==> src/core/ionf_cfg.svh <==
`ifndef IONF_CFG_SVH
`define IONF_CFG_SVH

// Register offsets (byte addresses, one word each)
`define IONF_OFF_CTRL     8'h00
`define IONF_OFF_STATUS   8'h04
`define IONF_OFF_RELAY    8'h08
`define IONF_OFF_RBACK    8'h0C
`define IONF_OFF_DIN      8'h10
`define IONF_OFF_DAC      8'h14
`define IONF_OFF_ADC      8'h18
`define IONF_OFF_VFC      8'h1C
`define IONF_OFF_ADDR     8'h20
`define IONF_OFF_CFG      8'h24
`define IONF_OFF_ID       8'h28

// CTRL bit positions (write only, self clearing)
`define IONF_CTRL_HOSTRST 0
`define IONF_CTRL_CONFL   1
`define IONF_CTRL_PFAULT  2
`define IONF_CTRL_CMD     3

// CFG reset value: expected node address and module type
`define IONF_CFG_RST      32'h0000_0000

// Module type codes
`define IONF_TYPE_DIN     3'h0
`define IONF_TYPE_AIN     3'h1
`define IONF_TYPE_RELAY   3'h2
`define IONF_TYPE_AOUT    3'h3

// Watchdog timeout
`define IONF_WD_MS        1200
`define IONF_CLK_MHZ      250
`define IONF_WD_CYC       (`IONF_WD_MS * 1000 * `IONF_CLK_MHZ)

// Fault indicator blink half period
`define IONF_BLINK_MS     250
`define IONF_BLINK_CYC    (`IONF_BLINK_MS * 1000 * `IONF_CLK_MHZ)

// Reference check window on the converter period count
`define IONF_REF_LO       16'h0400
`define IONF_REF_HI       16'h0C00

`endif

==> src/core/ionf_pkg.sv <==
package ionf_pkg;

  typedef struct packed {
    logic        wr;
    logic        rd;
    logic [7:0]  addr;
    logic [31:0] wdata;
  } ionf_bus_t;

  typedef struct packed {
    logic        drv_en;
    logic [7:0]  relay;
    logic        stat_led;
    logic [15:0] dac;
    logic        fault_led;
  } ionf_out_t;

  typedef enum logic [1:0] {
    IONF_INIT,
    IONF_RUN,
    IONF_HALT
  } ionf_state_t;

endpackage : ionf_pkg

==> src/core/ionf_node.sv <==
`timescale 1ns/1ps
// What this block does
// - Address sampled once after power-up or host reset
// - Address mismatch keeps node silent
// - Duplicate address stops node functioning
// - Wrong-type command leaves outputs unchanged
// - Relay watchdog disables drivers after 1.2s
// - Relay node halts until power/host reset
// - Current watchdog disables drivers after 1.2s
// - Current node halts until power/host reset
// - Each matching-type relay command loads relay shift register while running with no timeout or conflict pending
// - Relay readback compared per relay
// - Current readback and status to host
// - Sixteen discrete inputs captured for host
// - Converter period measured into count
// - Reference check failure reported as fault
// - Fault indicator off normal, lit/blinks faulted
`include "ionf_cfg.svh"
module ionf_node #(
  parameter int unsigned WD_CYC    = `IONF_WD_CYC,
  parameter int unsigned BLINK_CYC = `IONF_BLINK_CYC
) (
  input  wire logic             mclk,
  input  wire logic             resetn,
  input  wire ionf_pkg::ionf_bus_t bus,
  output logic [31:0]           rdata,
  input  wire logic [7:0]       addr_sw,
  input  wire logic [7:0]       relay_rb,
  input  wire logic [15:0]      din,
  input  wire logic [15:0]      adc_val,
  input  wire logic             vfc_in,
  input  wire logic             vfc_ref_sel,
  output ionf_pkg::ionf_out_t   outs,
  output logic                  comm_en
);
  import ionf_pkg::*;

  ionf_state_t st_r, st_nxt;
  logic [7:0]  node_addr_r, node_addr_nxt;
  logic [31:0] cfg_r, cfg_nxt;
  logic [7:0]  relay_r, relay_nxt;
  logic [15:0] dac_r, dac_nxt;
  logic [15:0] din_r, din_nxt;
  logic [7:0]  rb_err_r, rb_err_nxt;
  logic        conflict_r, conflict_nxt;
  logic        pfault_r, pfault_nxt;
  logic        ref_fail_r, ref_fail_nxt;
  logic        drv_en_r, drv_en_nxt;
  logic        stat_led_r, stat_led_nxt;
  logic [31:0] wd_cnt_r, wd_cnt_nxt;
  logic        wd_to_r, wd_to_nxt;
  logic [15:0] per_cnt_r, per_cnt_nxt;
  logic [15:0] count_r, count_nxt;
  logic        vfc_d_r, vfc_d_nxt;
  logic [31:0] blink_cnt_r, blink_cnt_nxt;
  logic        blink_r, blink_nxt;
  logic [31:0] rdata_r, rdata_nxt;

  logic [2:0]  mod_type;
  logic [7:0]  exp_addr;
  logic        host_rst, cmd_wr, type_ok, is_out, running, mismatch;

  assign exp_addr = cfg_r[7:0];
  assign mod_type = cfg_r[10:8];
  assign is_out   = (mod_type == `IONF_TYPE_RELAY) || (mod_type == `IONF_TYPE_AOUT);
  assign host_rst = bus.wr && bus.addr == `IONF_OFF_CTRL && bus.wdata[`IONF_CTRL_HOSTRST];
  assign mismatch = node_addr_r != exp_addr;
  assign running  = st_r == IONF_RUN;
  // Command carries its target type in bits 18:16
  assign cmd_wr   = bus.wr && running && (bus.addr == `IONF_OFF_RELAY ||
                    bus.addr == `IONF_OFF_DAC);
  assign type_ok  = bus.wdata[18:16] == mod_type;

  always_comb begin
    st_nxt        = st_r;
    node_addr_nxt = node_addr_r;
    cfg_nxt       = cfg_r;
    relay_nxt     = relay_r;
    dac_nxt       = dac_r;
    conflict_nxt  = conflict_r;
    pfault_nxt    = pfault_r;
    drv_en_nxt    = drv_en_r;
    stat_led_nxt  = stat_led_r;
    wd_cnt_nxt    = wd_cnt_r;
    wd_to_nxt     = wd_to_r;
    case (st_r)
      IONF_INIT: begin
        // Switches read once, later changes ignored
        node_addr_nxt = addr_sw;
        st_nxt        = IONF_RUN;
        drv_en_nxt    = 1'b1;
      end
      IONF_RUN: begin
        if (conflict_r) begin
          st_nxt     = IONF_HALT;
          drv_en_nxt = 1'b0;
        end else if (is_out && wd_to_r) begin
          st_nxt     = IONF_HALT;
          drv_en_nxt = 1'b0;
          relay_nxt  = 8'h00;
          dac_nxt    = 16'h0000;
        end
        // A late command must not undo the forced-off outputs
        if (cmd_wr && type_ok && !wd_to_r && !conflict_r) begin
          wd_cnt_nxt = 32'h0000_0000;
          if (bus.addr == `IONF_OFF_RELAY) begin
            relay_nxt    = bus.wdata[7:0];
            stat_led_nxt = bus.wdata[8];
          end else begin
            dac_nxt = bus.wdata[15:0];
          end
        end else if (is_out && !wd_to_r) begin
          if (wd_cnt_r >= WD_CYC - 1) begin
            wd_to_nxt = 1'b1;
          end else begin
            wd_cnt_nxt = wd_cnt_r + 32'h0000_0001;
          end
        end
      end
      IONF_HALT: begin
        drv_en_nxt = 1'b0;
      end
      default: st_nxt = IONF_INIT;
    endcase
    if (bus.wr && bus.addr == `IONF_OFF_CFG) begin
      cfg_nxt = bus.wdata;
    end
    // Host reset restarts the node and rereads the switches
    if (host_rst) begin
      st_nxt       = IONF_INIT;
      wd_cnt_nxt   = 32'h0000_0000;
      wd_to_nxt    = 1'b0;
      conflict_nxt = 1'b0;
      pfault_nxt   = 1'b0;
      relay_nxt    = 8'h00;
      dac_nxt      = 16'h0000;
      drv_en_nxt   = 1'b0;
    end
    // Set wins over a host reset in the same write
    if (bus.wr && bus.addr == `IONF_OFF_CTRL) begin
      if (bus.wdata[`IONF_CTRL_CONFL]) conflict_nxt = 1'b1;
      if (bus.wdata[`IONF_CTRL_PFAULT]) pfault_nxt = 1'b1;
    end
  end

  // Readback, inputs and converter period measurement
  always_comb begin
    din_nxt      = din;
    rb_err_nxt   = relay_rb ^ relay_r;
    vfc_d_nxt    = vfc_in;
    per_cnt_nxt  = per_cnt_r;
    count_nxt    = count_r;
    ref_fail_nxt = ref_fail_r;
    if (host_rst) ref_fail_nxt = 1'b0;
    if (vfc_in && !vfc_d_r) begin
      count_nxt   = per_cnt_r;
      per_cnt_nxt = 16'h0001;
      if (vfc_ref_sel) begin
        ref_fail_nxt = per_cnt_r < `IONF_REF_LO || per_cnt_r > `IONF_REF_HI;
      end
    end else if (per_cnt_r != 16'hFFFF) begin
      per_cnt_nxt = per_cnt_r + 16'h0001;
    end
  end

  // Blink divider for the fault indicator
  always_comb begin
    blink_cnt_nxt = blink_cnt_r + 32'h0000_0001;
    blink_nxt     = blink_r;
    if (blink_cnt_r >= BLINK_CYC - 1) begin
      blink_cnt_nxt = 32'h0000_0000;
      blink_nxt     = !blink_r;
    end
  end

  // Read data valid in the cycle after the strobe only
  always_comb begin
    rdata_nxt = 32'h0000_0000;
    if (bus.rd) begin
      case (bus.addr)
        `IONF_OFF_STATUS: rdata_nxt = {24'h0, pfault_r, ref_fail_r, wd_to_r, mismatch,
                                       conflict_r, (st_r == IONF_HALT), drv_en_r,
                                       comm_en};
        `IONF_OFF_RELAY:  rdata_nxt = {23'h0, stat_led_r, relay_r};
        `IONF_OFF_RBACK:  rdata_nxt = {16'h0, relay_rb, rb_err_r};
        `IONF_OFF_DIN:    rdata_nxt = {16'h0, din_r};
        `IONF_OFF_DAC:    rdata_nxt = {16'h0, dac_r};
        `IONF_OFF_ADC:    rdata_nxt = {16'h0, adc_val};
        `IONF_OFF_VFC:    rdata_nxt = {16'h0, count_r};
        `IONF_OFF_ADDR:   rdata_nxt = {24'h0, node_addr_r};
        `IONF_OFF_CFG:    rdata_nxt = cfg_r;
        default:          rdata_nxt = 32'h0000_0000;
      endcase
    end
  end

  always_ff @(posedge mclk or negedge resetn) begin
    if (!resetn) begin
      st_r        <= IONF_INIT;
      node_addr_r <= 8'h00;
      cfg_r       <= `IONF_CFG_RST;
      relay_r     <= 8'h00;
      dac_r       <= 16'h0000;
      din_r       <= 16'h0000;
      rb_err_r    <= 8'h00;
      conflict_r  <= 1'b0;
      pfault_r    <= 1'b0;
      ref_fail_r  <= 1'b0;
      drv_en_r    <= 1'b0;
      stat_led_r  <= 1'b0;
      wd_cnt_r    <= 32'h0000_0000;
      wd_to_r     <= 1'b0;
      per_cnt_r   <= 16'h0000;
      count_r     <= 16'h0000;
      vfc_d_r     <= 1'b0;
      blink_cnt_r <= 32'h0000_0000;
      blink_r     <= 1'b0;
      rdata_r     <= 32'h0000_0000;
    end else begin
      st_r        <= st_nxt;
      node_addr_r <= node_addr_nxt;
      cfg_r       <= cfg_nxt;
      relay_r     <= relay_nxt;
      dac_r       <= dac_nxt;
      din_r       <= din_nxt;
      rb_err_r    <= rb_err_nxt;
      conflict_r  <= conflict_nxt;
      pfault_r    <= pfault_nxt;
      ref_fail_r  <= ref_fail_nxt;
      drv_en_r    <= drv_en_nxt;
      stat_led_r  <= stat_led_nxt;
      wd_cnt_r    <= wd_cnt_nxt;
      wd_to_r     <= wd_to_nxt;
      per_cnt_r   <= per_cnt_nxt;
      count_r     <= count_nxt;
      vfc_d_r     <= vfc_d_nxt;
      blink_cnt_r <= blink_cnt_nxt;
      blink_r     <= blink_nxt;
      rdata_r     <= rdata_nxt;
    end
  end

  assign rdata          = rdata_r;
  // Silent on mismatch or conflict so host sees no-message
  assign comm_en        = running && !mismatch && !conflict_r;
  assign outs.drv_en    = drv_en_r;
  assign outs.relay     = relay_r;
  assign outs.stat_led  = stat_led_r;
  assign outs.dac       = dac_r;
  // Steady for processor fault, blinking for halt
  assign outs.fault_led = pfault_r || (st_r == IONF_HALT && blink_r);

  property p_wd_halt;
    @(posedge mclk) disable iff (!resetn)
      (running && is_out && wd_to_r && !host_rst) |=> (st_r == IONF_HALT) && !drv_en_r;
  endproperty
  a_wd_halt: assert property (p_wd_halt) else $error("watchdog did not halt");

  property p_halt_stays;
    @(posedge mclk) disable iff (!resetn)
      (st_r == IONF_HALT && !host_rst) |=> st_r == IONF_HALT;
  endproperty
  a_halt_stays: assert property (p_halt_stays) else $error("halt left early");

  property p_halt_no_drive;
    @(posedge mclk) disable iff (!resetn)
      (st_r == IONF_HALT) |-> !drv_en_r && !comm_en;
  endproperty
  a_halt_no_drive: assert property (p_halt_no_drive) else $error("drive in halt");

  property p_addr_hold;
    @(posedge mclk) disable iff (!resetn)
      (running && !host_rst) |=> $stable(node_addr_r);
  endproperty
  a_addr_hold: assert property (p_addr_hold) else $error("address changed");

  property p_silent;
    @(posedge mclk) disable iff (!resetn)
      (mismatch || conflict_r) |-> !comm_en;
  endproperty
  a_silent: assert property (p_silent) else $error("node talks on mismatch");

  property p_conflict;
    @(posedge mclk) disable iff (!resetn)
      (running && conflict_r && !host_rst) |=> st_r == IONF_HALT;
  endproperty
  a_conflict: assert property (p_conflict) else $error("conflict not halted");

  property p_wrong_type;
    @(posedge mclk) disable iff (!resetn)
      (cmd_wr && !type_ok && !wd_to_r && !conflict_r && !host_rst) |=> $stable(relay_r)
        && $stable(dac_r);
  endproperty
  a_wrong_type: assert property (p_wrong_type) else $error("wrong type updated");

  property p_load;
    @(posedge mclk) disable iff (!resetn)
      (cmd_wr && type_ok && bus.addr == `IONF_OFF_RELAY && !host_rst && !wd_to_r
        && !conflict_r) |=> relay_r == $past(bus.wdata[7:0]) && wd_cnt_r == 0;
  endproperty
  a_load: assert property (p_load) else $error("relay not loaded");

  property p_hostrst;
    @(posedge mclk) disable iff (!resetn)
      host_rst |=> st_r == IONF_INIT && !wd_to_r ##1 running;
  endproperty
  a_hostrst: assert property (p_hostrst) else $error("host reset failed");

  property p_rb;
    @(posedge mclk) disable iff (!resetn)
      resetn |=> rb_err_r == ($past(relay_rb) ^ $past(relay_r));
  endproperty
  a_rb: assert property (p_rb) else $error("readback compare wrong");

  c_halt:  cover property (@(posedge mclk) disable iff (!resetn) st_r == IONF_HALT);
  c_load:  cover property (@(posedge mclk) disable iff (!resetn) cmd_wr && type_ok);
  c_rst:   cover property (@(posedge mclk) disable iff (!resetn) host_rst && wd_to_r);
  c_ref:   cover property (@(posedge mclk) disable iff (!resetn) ref_fail_r);

endmodule : ionf_node

==> config.mk <==
export PLATFORM = sky130hd
export DESIGN_NAME = ionf_node
export DESIGN_NICKNAME = d
export VERILOG_FILES = /design/src/core/ionf_pkg.sv /design/src/core/ionf_node.sv
export VERILOG_INCLUDE_DIRS = /design/src /design/src/core
export SDC_FILE = /design/constraint.sdc
export NUM_CORES = 1
export LEC_CHECK = 0
export BUFFER_PORTS_ARGS = -buffer_cell sky130_fd_sc_hd__clkbuf_2
export CORE_UTILIZATION = 60
export DETAILED_ROUTE_END_ITERATION = 6
export PLACE_DENSITY = 0.84
export SLEW_MARGIN = 20
export SYNTH_ARGS = -nofsm -noshare
export SYNTH_HDL_FRONTEND = slang
export SYNTH_SLANG_ARGS = --single-unit
==> constraint.sdc <==
create_clock -name mclk -period 4.91 [get_ports mclk]
set_input_delay 0.7365 -clock mclk [delete_from_list [all_inputs] [get_ports mclk]]
set_output_delay 0.7365 -clock mclk [all_outputs]
set_load 0.05 [all_outputs]
Yosys cells after proc, flatten, opt, wreduce, memory -nomap -nowiden
Cells that the tools add are included.
- bitwise gates (word level): 1
- equal/unequal tests: 20
- reduce and logical (&&, ||, !) cells: 36
- multiplexer cells: 44
- magnitude comparators: 4
- $add $sub $neg: 3
- operator list (cell ; count):
    $pmux 32 s9 ; 1
    $mux 32 ; 7
    $mux 16 ; 8
    $add 32x1->32 const B ; 2
    $mux 8 ; 6
    $eq 8x5->1 const B ; 4
    $ge 32x26->1 const B ; 1
    $ge 32x29->1 const B ; 1
    $mux 1 ; 17
    $add 16x1->16 const B ; 1
    $eq 8x4->1 const B ; 2
    $eq 8x6->1 const B ; 2
    $gt 16x12->1 const B ; 1
    $lt 16x11->1 const B ; 1
    $ne 16x16->1 const B ; 1
    $logic_and 1x1->1 ; 14
    $eq 8x3->1 const B ; 1
    $logic_not 8->1 ; 1
    $ne 8x8->1 ; 1
    $reduce_bool 2->1 ; 4
    $xor 8x8->8 ; 1
    $eq 3x2->1 const B ; 2
    $mux 2 ; 3
    $pmux 2 s3 ; 1
    other kinds (15) ; 25
- word-level logic and storage cells: 128
- flip-flop bits (word level): 226
- input bits: 94
- output and inout bits: 60

Depth between registers and ports, before layout
- word-level depth: 9
- depth in mapped cells: 9
- gate-level depth less buffers: 8

Least setup slack after synthesis
Ideal clock, no wire load.
- path type: register -> output
- from: reg node_addr_r[2]
- to: out comm_en
- arrival time: 2.110 ns
- path buffers: 0
- stages on the path, launching flop included: 5
- setup slack: 2.064 ns
- data required time: 4.174 ns
- cells stage by stage: dfrtp_1 xor2_1 nor4_1 nand2_1 nor3b_1
- longest elaborated chain between the ends: 4
- RTL lines (item ; line ; source):
    start: declaration ; ionf_node.sv:39 ; logic [7:0] node_addr_r, node_addr_nxt;
    start signal: assignment ; ionf_node.sv:221 ; node_addr_r <= node_addr_nxt;
    $ne 8x8->1 ; ionf_node.sv:67 ; assign mismatch = node_addr_r != exp_addr;
    $logic_not 1->1 ; ionf_node.sv:245 ; assign comm_en = running && !mismatch && !conflict_r;
    $logic_and 1x1->1 (2 in series) ; ionf_node.sv:245 ;
    end: declaration ; ionf_node.sv:34 ; output logic comm_en
Every way passes these cells.

Worst setup path in the final report
- from: reg node_addr_r[0]
- to: out comm_en
The elaborated chain is that of the path after synthesis.

==> flow_summary.json <==
{
  "status": "finished, violations left",
  "violations": "DRC",
  "drt-total-wl_mm": 25.8,
  "crit_family": "simple AND/OR/NAND/NOR gates",
  "multi_input_area_um2": 4300,
  "place_congestion": 0.908,
  "top_level_ports": 154,
  "num_vias": 8127,
  "cts_inserted_buffers": 24,
  "final_layout_size_suffix_gt1_frac": 0.241,
  "netlist_instances": 934,
  "combPwrFrac": 0.101,
  "cp-end-kind": "output port",
  "postCtsResizedCells": 0,
  "rows": 47,
  "ys_ff_latch": 226,
  "crit_type": "flip-flop to output port",
  "worst_pin_slew_ns": 0.993,
  "dieHeight_um": 132,
  "setup_slack_ns": 1.87,
  "fill_cells": 1185,
  "grt_pass1_wl_mm": 41.5,
  "required_ns": 4.17,
  "min_period_ns": 3.04,
  "grtUsageMet2": 0.474,
  "ys_top_cells_by_area": "dfrtp_1 (56%), mux2_2 (5.9%), nand2_1 (3.7%), a22o_1 (3.4%), xor2_1 (2.9%)",
  "grt_pass1_vias": 7782,
  "via_per_inst": 6.16,
  "setup_viol": 0,
  "regArea_um2": 5660,
  "r2r_slack_ns": 2.02,
  "antenna_cells": 0,
  "holdWs_ns": 0.0915,
  "crit_buf_inv": 1,
  "finClkSkew_ns": 0.0156,
  "fp.dieW_um": 132,
  "swShare": 0.253,
  "final_util": 0.719,
  "dieArea_um2": 17500,
  "crit_chain": "xor2_1, nor4_1, nand2_1, nor3b_1, clkbuf_2",
  "grt_use_met1": 0.424,
  "max_stage_delay_ns": 0.42,
  "slew_headroom": 0.338,
  "hold_viol_final": 0,
  "worstPathArrival_ns": 2.30,
  "place_area_um2": 11100,
  "grt_max_degree": 139,
  "cts_setup_buffers": 0,
  "fin_nets": 1187,
  "path_max_fanout": 3,
  "place_ws_ns": 1.60,
  "rsz0062_at_grt": "no",
  "final_cell_area_um2": 11900,
  "htreeDepth": 1,
  "avgRoutedWirePerCell_um": 19.6,
  "path_clk_slew_ns": 0.06,
  "grt_usage": 0.301,
  "cp_slowest_cell": "dfrtp_1",
  "final_max_slew_viol_count": 0,
  "power.share.clock": 0.409,
  "dpl.hpwl_mm": 17.6,
  "synth_top_area_frac": 0.557,
  "cap_violations": 0,
  "max_freq_ghz": 0.329,
  "syn_area_um2": 10200,
  "setup-tns-final_ns": 0,
  "gr-total-overflow": 0,
  "cp-start-kind": "flip-flop",
  "synth_largest_area_cell": "dfrtp_1",
  "area_growth_pct": 17.4,
  "p_int_w": 0.00315,
  "p_seq_frac": 0.490,
  "ctsHoldBuffers": 0,
  "grt_use_met3": 0.0611,
  "cts_tree": "done",
  "io_buffers": 153,
  "clkLatencyLatePin_ns": 0.52,
  "antenna_found_initial": 0,
  "clockBufferDepth": 3,
  "clock-sinks": 226,
  "core_area_um2": 16600,
  "min_period_over_period": 0.619,
  "powerDensity_nw_per_um2": 353,
  "synth_edf_count": 0,
  "power_switching_w": 0.00107,
  "firstDrtPassIters": 7,
  "ant_nets": 0,
  "cts-root-buf": "clkbuf_16",
  "synth_common_cells": "dfrtp_1 (226), nand2_1 (101), nor2_1 (77)",
  "grt.busiest_layer": "met2",
  "synth.distinct_cells": 59,
  "synth_ff_type": "dfrtp_1",
  "yosysSeqAreaShare": 0.557,
  "drcViolationCount": 3,
  "synth.most_common_cell": "dfrtp_1",
  "hp-class": "input pin to asynchronous set/reset pin",
  "ir_worst_vdd_v": 0.000336,
  "drt_iter0_markers": 821,
  "async_flop_share": 1.00,
  "synth_warnings": 0,
  "initial_utilization": 0.613,
  "p_leak_nw": 5.67,
  "syn_avg_cell_area_um2": 10.9
}
-- through the flow --
stage	cells	power (W)
3_3_place_gp	1278	0.00249
4_1_cts	1319	0.00422
3_5_place_dp	1278	0.00251
6_report	1320	0.00422
2_1_floorplan	939	0.00233
5_1_grt	1320	0.00436
-- layout make-up --
class / instances / share of cell area
Timing Repair Buffer: 163 / 0.0741
Multi-Input combinational cell: 652 / 0.360
Clock buffer: 35 / 0.0598
Clock inverter: 6 / 0.00283
Tap cell: 220 / 0.0231
Inverter: 18 / 0.00566
Sequential cell: 226 / 0.474
-- cell usage in the layout (no fill, tap or decap), types with 14 or more instances in the layout --
master	count
a31oi_1	19
nand3_1	34
dfrtp_1	226
mux2_2	53
or3_1	16
clkbuf_16	25
xor2_1	34
a21oi_1	32
clkbuf_2	152
and3_1	36
nand2_1	101
nand4_1	14
inv_1	18
nor3_1	17
a22o_1	39
xnor2_1	23
a22oi_1	23
nor2_1	75
-- power by group through the flow --
stage	clock, W	combinational (W)	sequential, W
after global routing	0.00182	0.000472	0.00207
after global placement	0	0.000406	0.00209
after floorplan	0	0.000272	0.00206
final	0.00172	0.000426	0.00207
after CTS	0.00174	0.000423	0.00206
after detailed placement	0	0.000418	0.00209
-- layer usage --
metal	part of all wire	wire, um
met1	0.42	10800
met2	0.47	12100
met3	0.079	2040
met5	0	0
met4	0.033	844
-- worst paths after layout --
kind	cells after the start	start	to
max reg2reg	7	st_r[1]	dac_r[12]
min	1	resetn	wd_cnt_r[23]
max in group asynchronous	3	resetn	per_cnt_r[2]
min in group mclk	1	din[9]	din_r[9]
min reg2reg	2	count_r[7]	count_r[7]
max	5	node_addr_r[0]	comm_en
-- state kept, by name, summed over array words and instances (netlist names) --
| signal | cells |
|---|---|
| pfault_r | 1 |
| wd_cnt_r | 32 |
| blink_cnt_r | 32 |
| dac_r | 16 |
| rdata | 32 |
| drv_en_r | 1 |
| ref_fail_r | 1 |
| relay_r | 8 |
| wd_to_r | 1 |
| cfg_r | 32 |
| blink_r | 1 |
| st_r | 2 |
| stat_led_r | 1 |
| conflict_r | 1 |
| rb_err_r | 8 |
| node_addr_r | 8 |
| per_cnt_r | 16 |
| din_r | 16 |
| count_r | 16 |
| vfc_d_r | 1 |
-- cells by family (layout without fill, tap and decap cells) --
| logic type | count (synthesis) | count (layout) | synth area share |
|---|---|---|---|
| AOI/OAI and AO/OA | 176 | 176 | 0.124 |
| xor gates and xnor gates | 57 | 57 | 0.0491 |
| adders and majority gates | 8 | 8 | 0.00985 |
| buffers and inverters | 61 | 222 | 0.0250 |
| DFF | 226 | 226 | 0.557 |
| muxes | 59 | 59 | 0.0646 |
| other | 1 | 6 | 0.000369 |
| and+or+nand+nor | 346 | 346 | 0.170 |
Power figures use the tool's default switching activity.
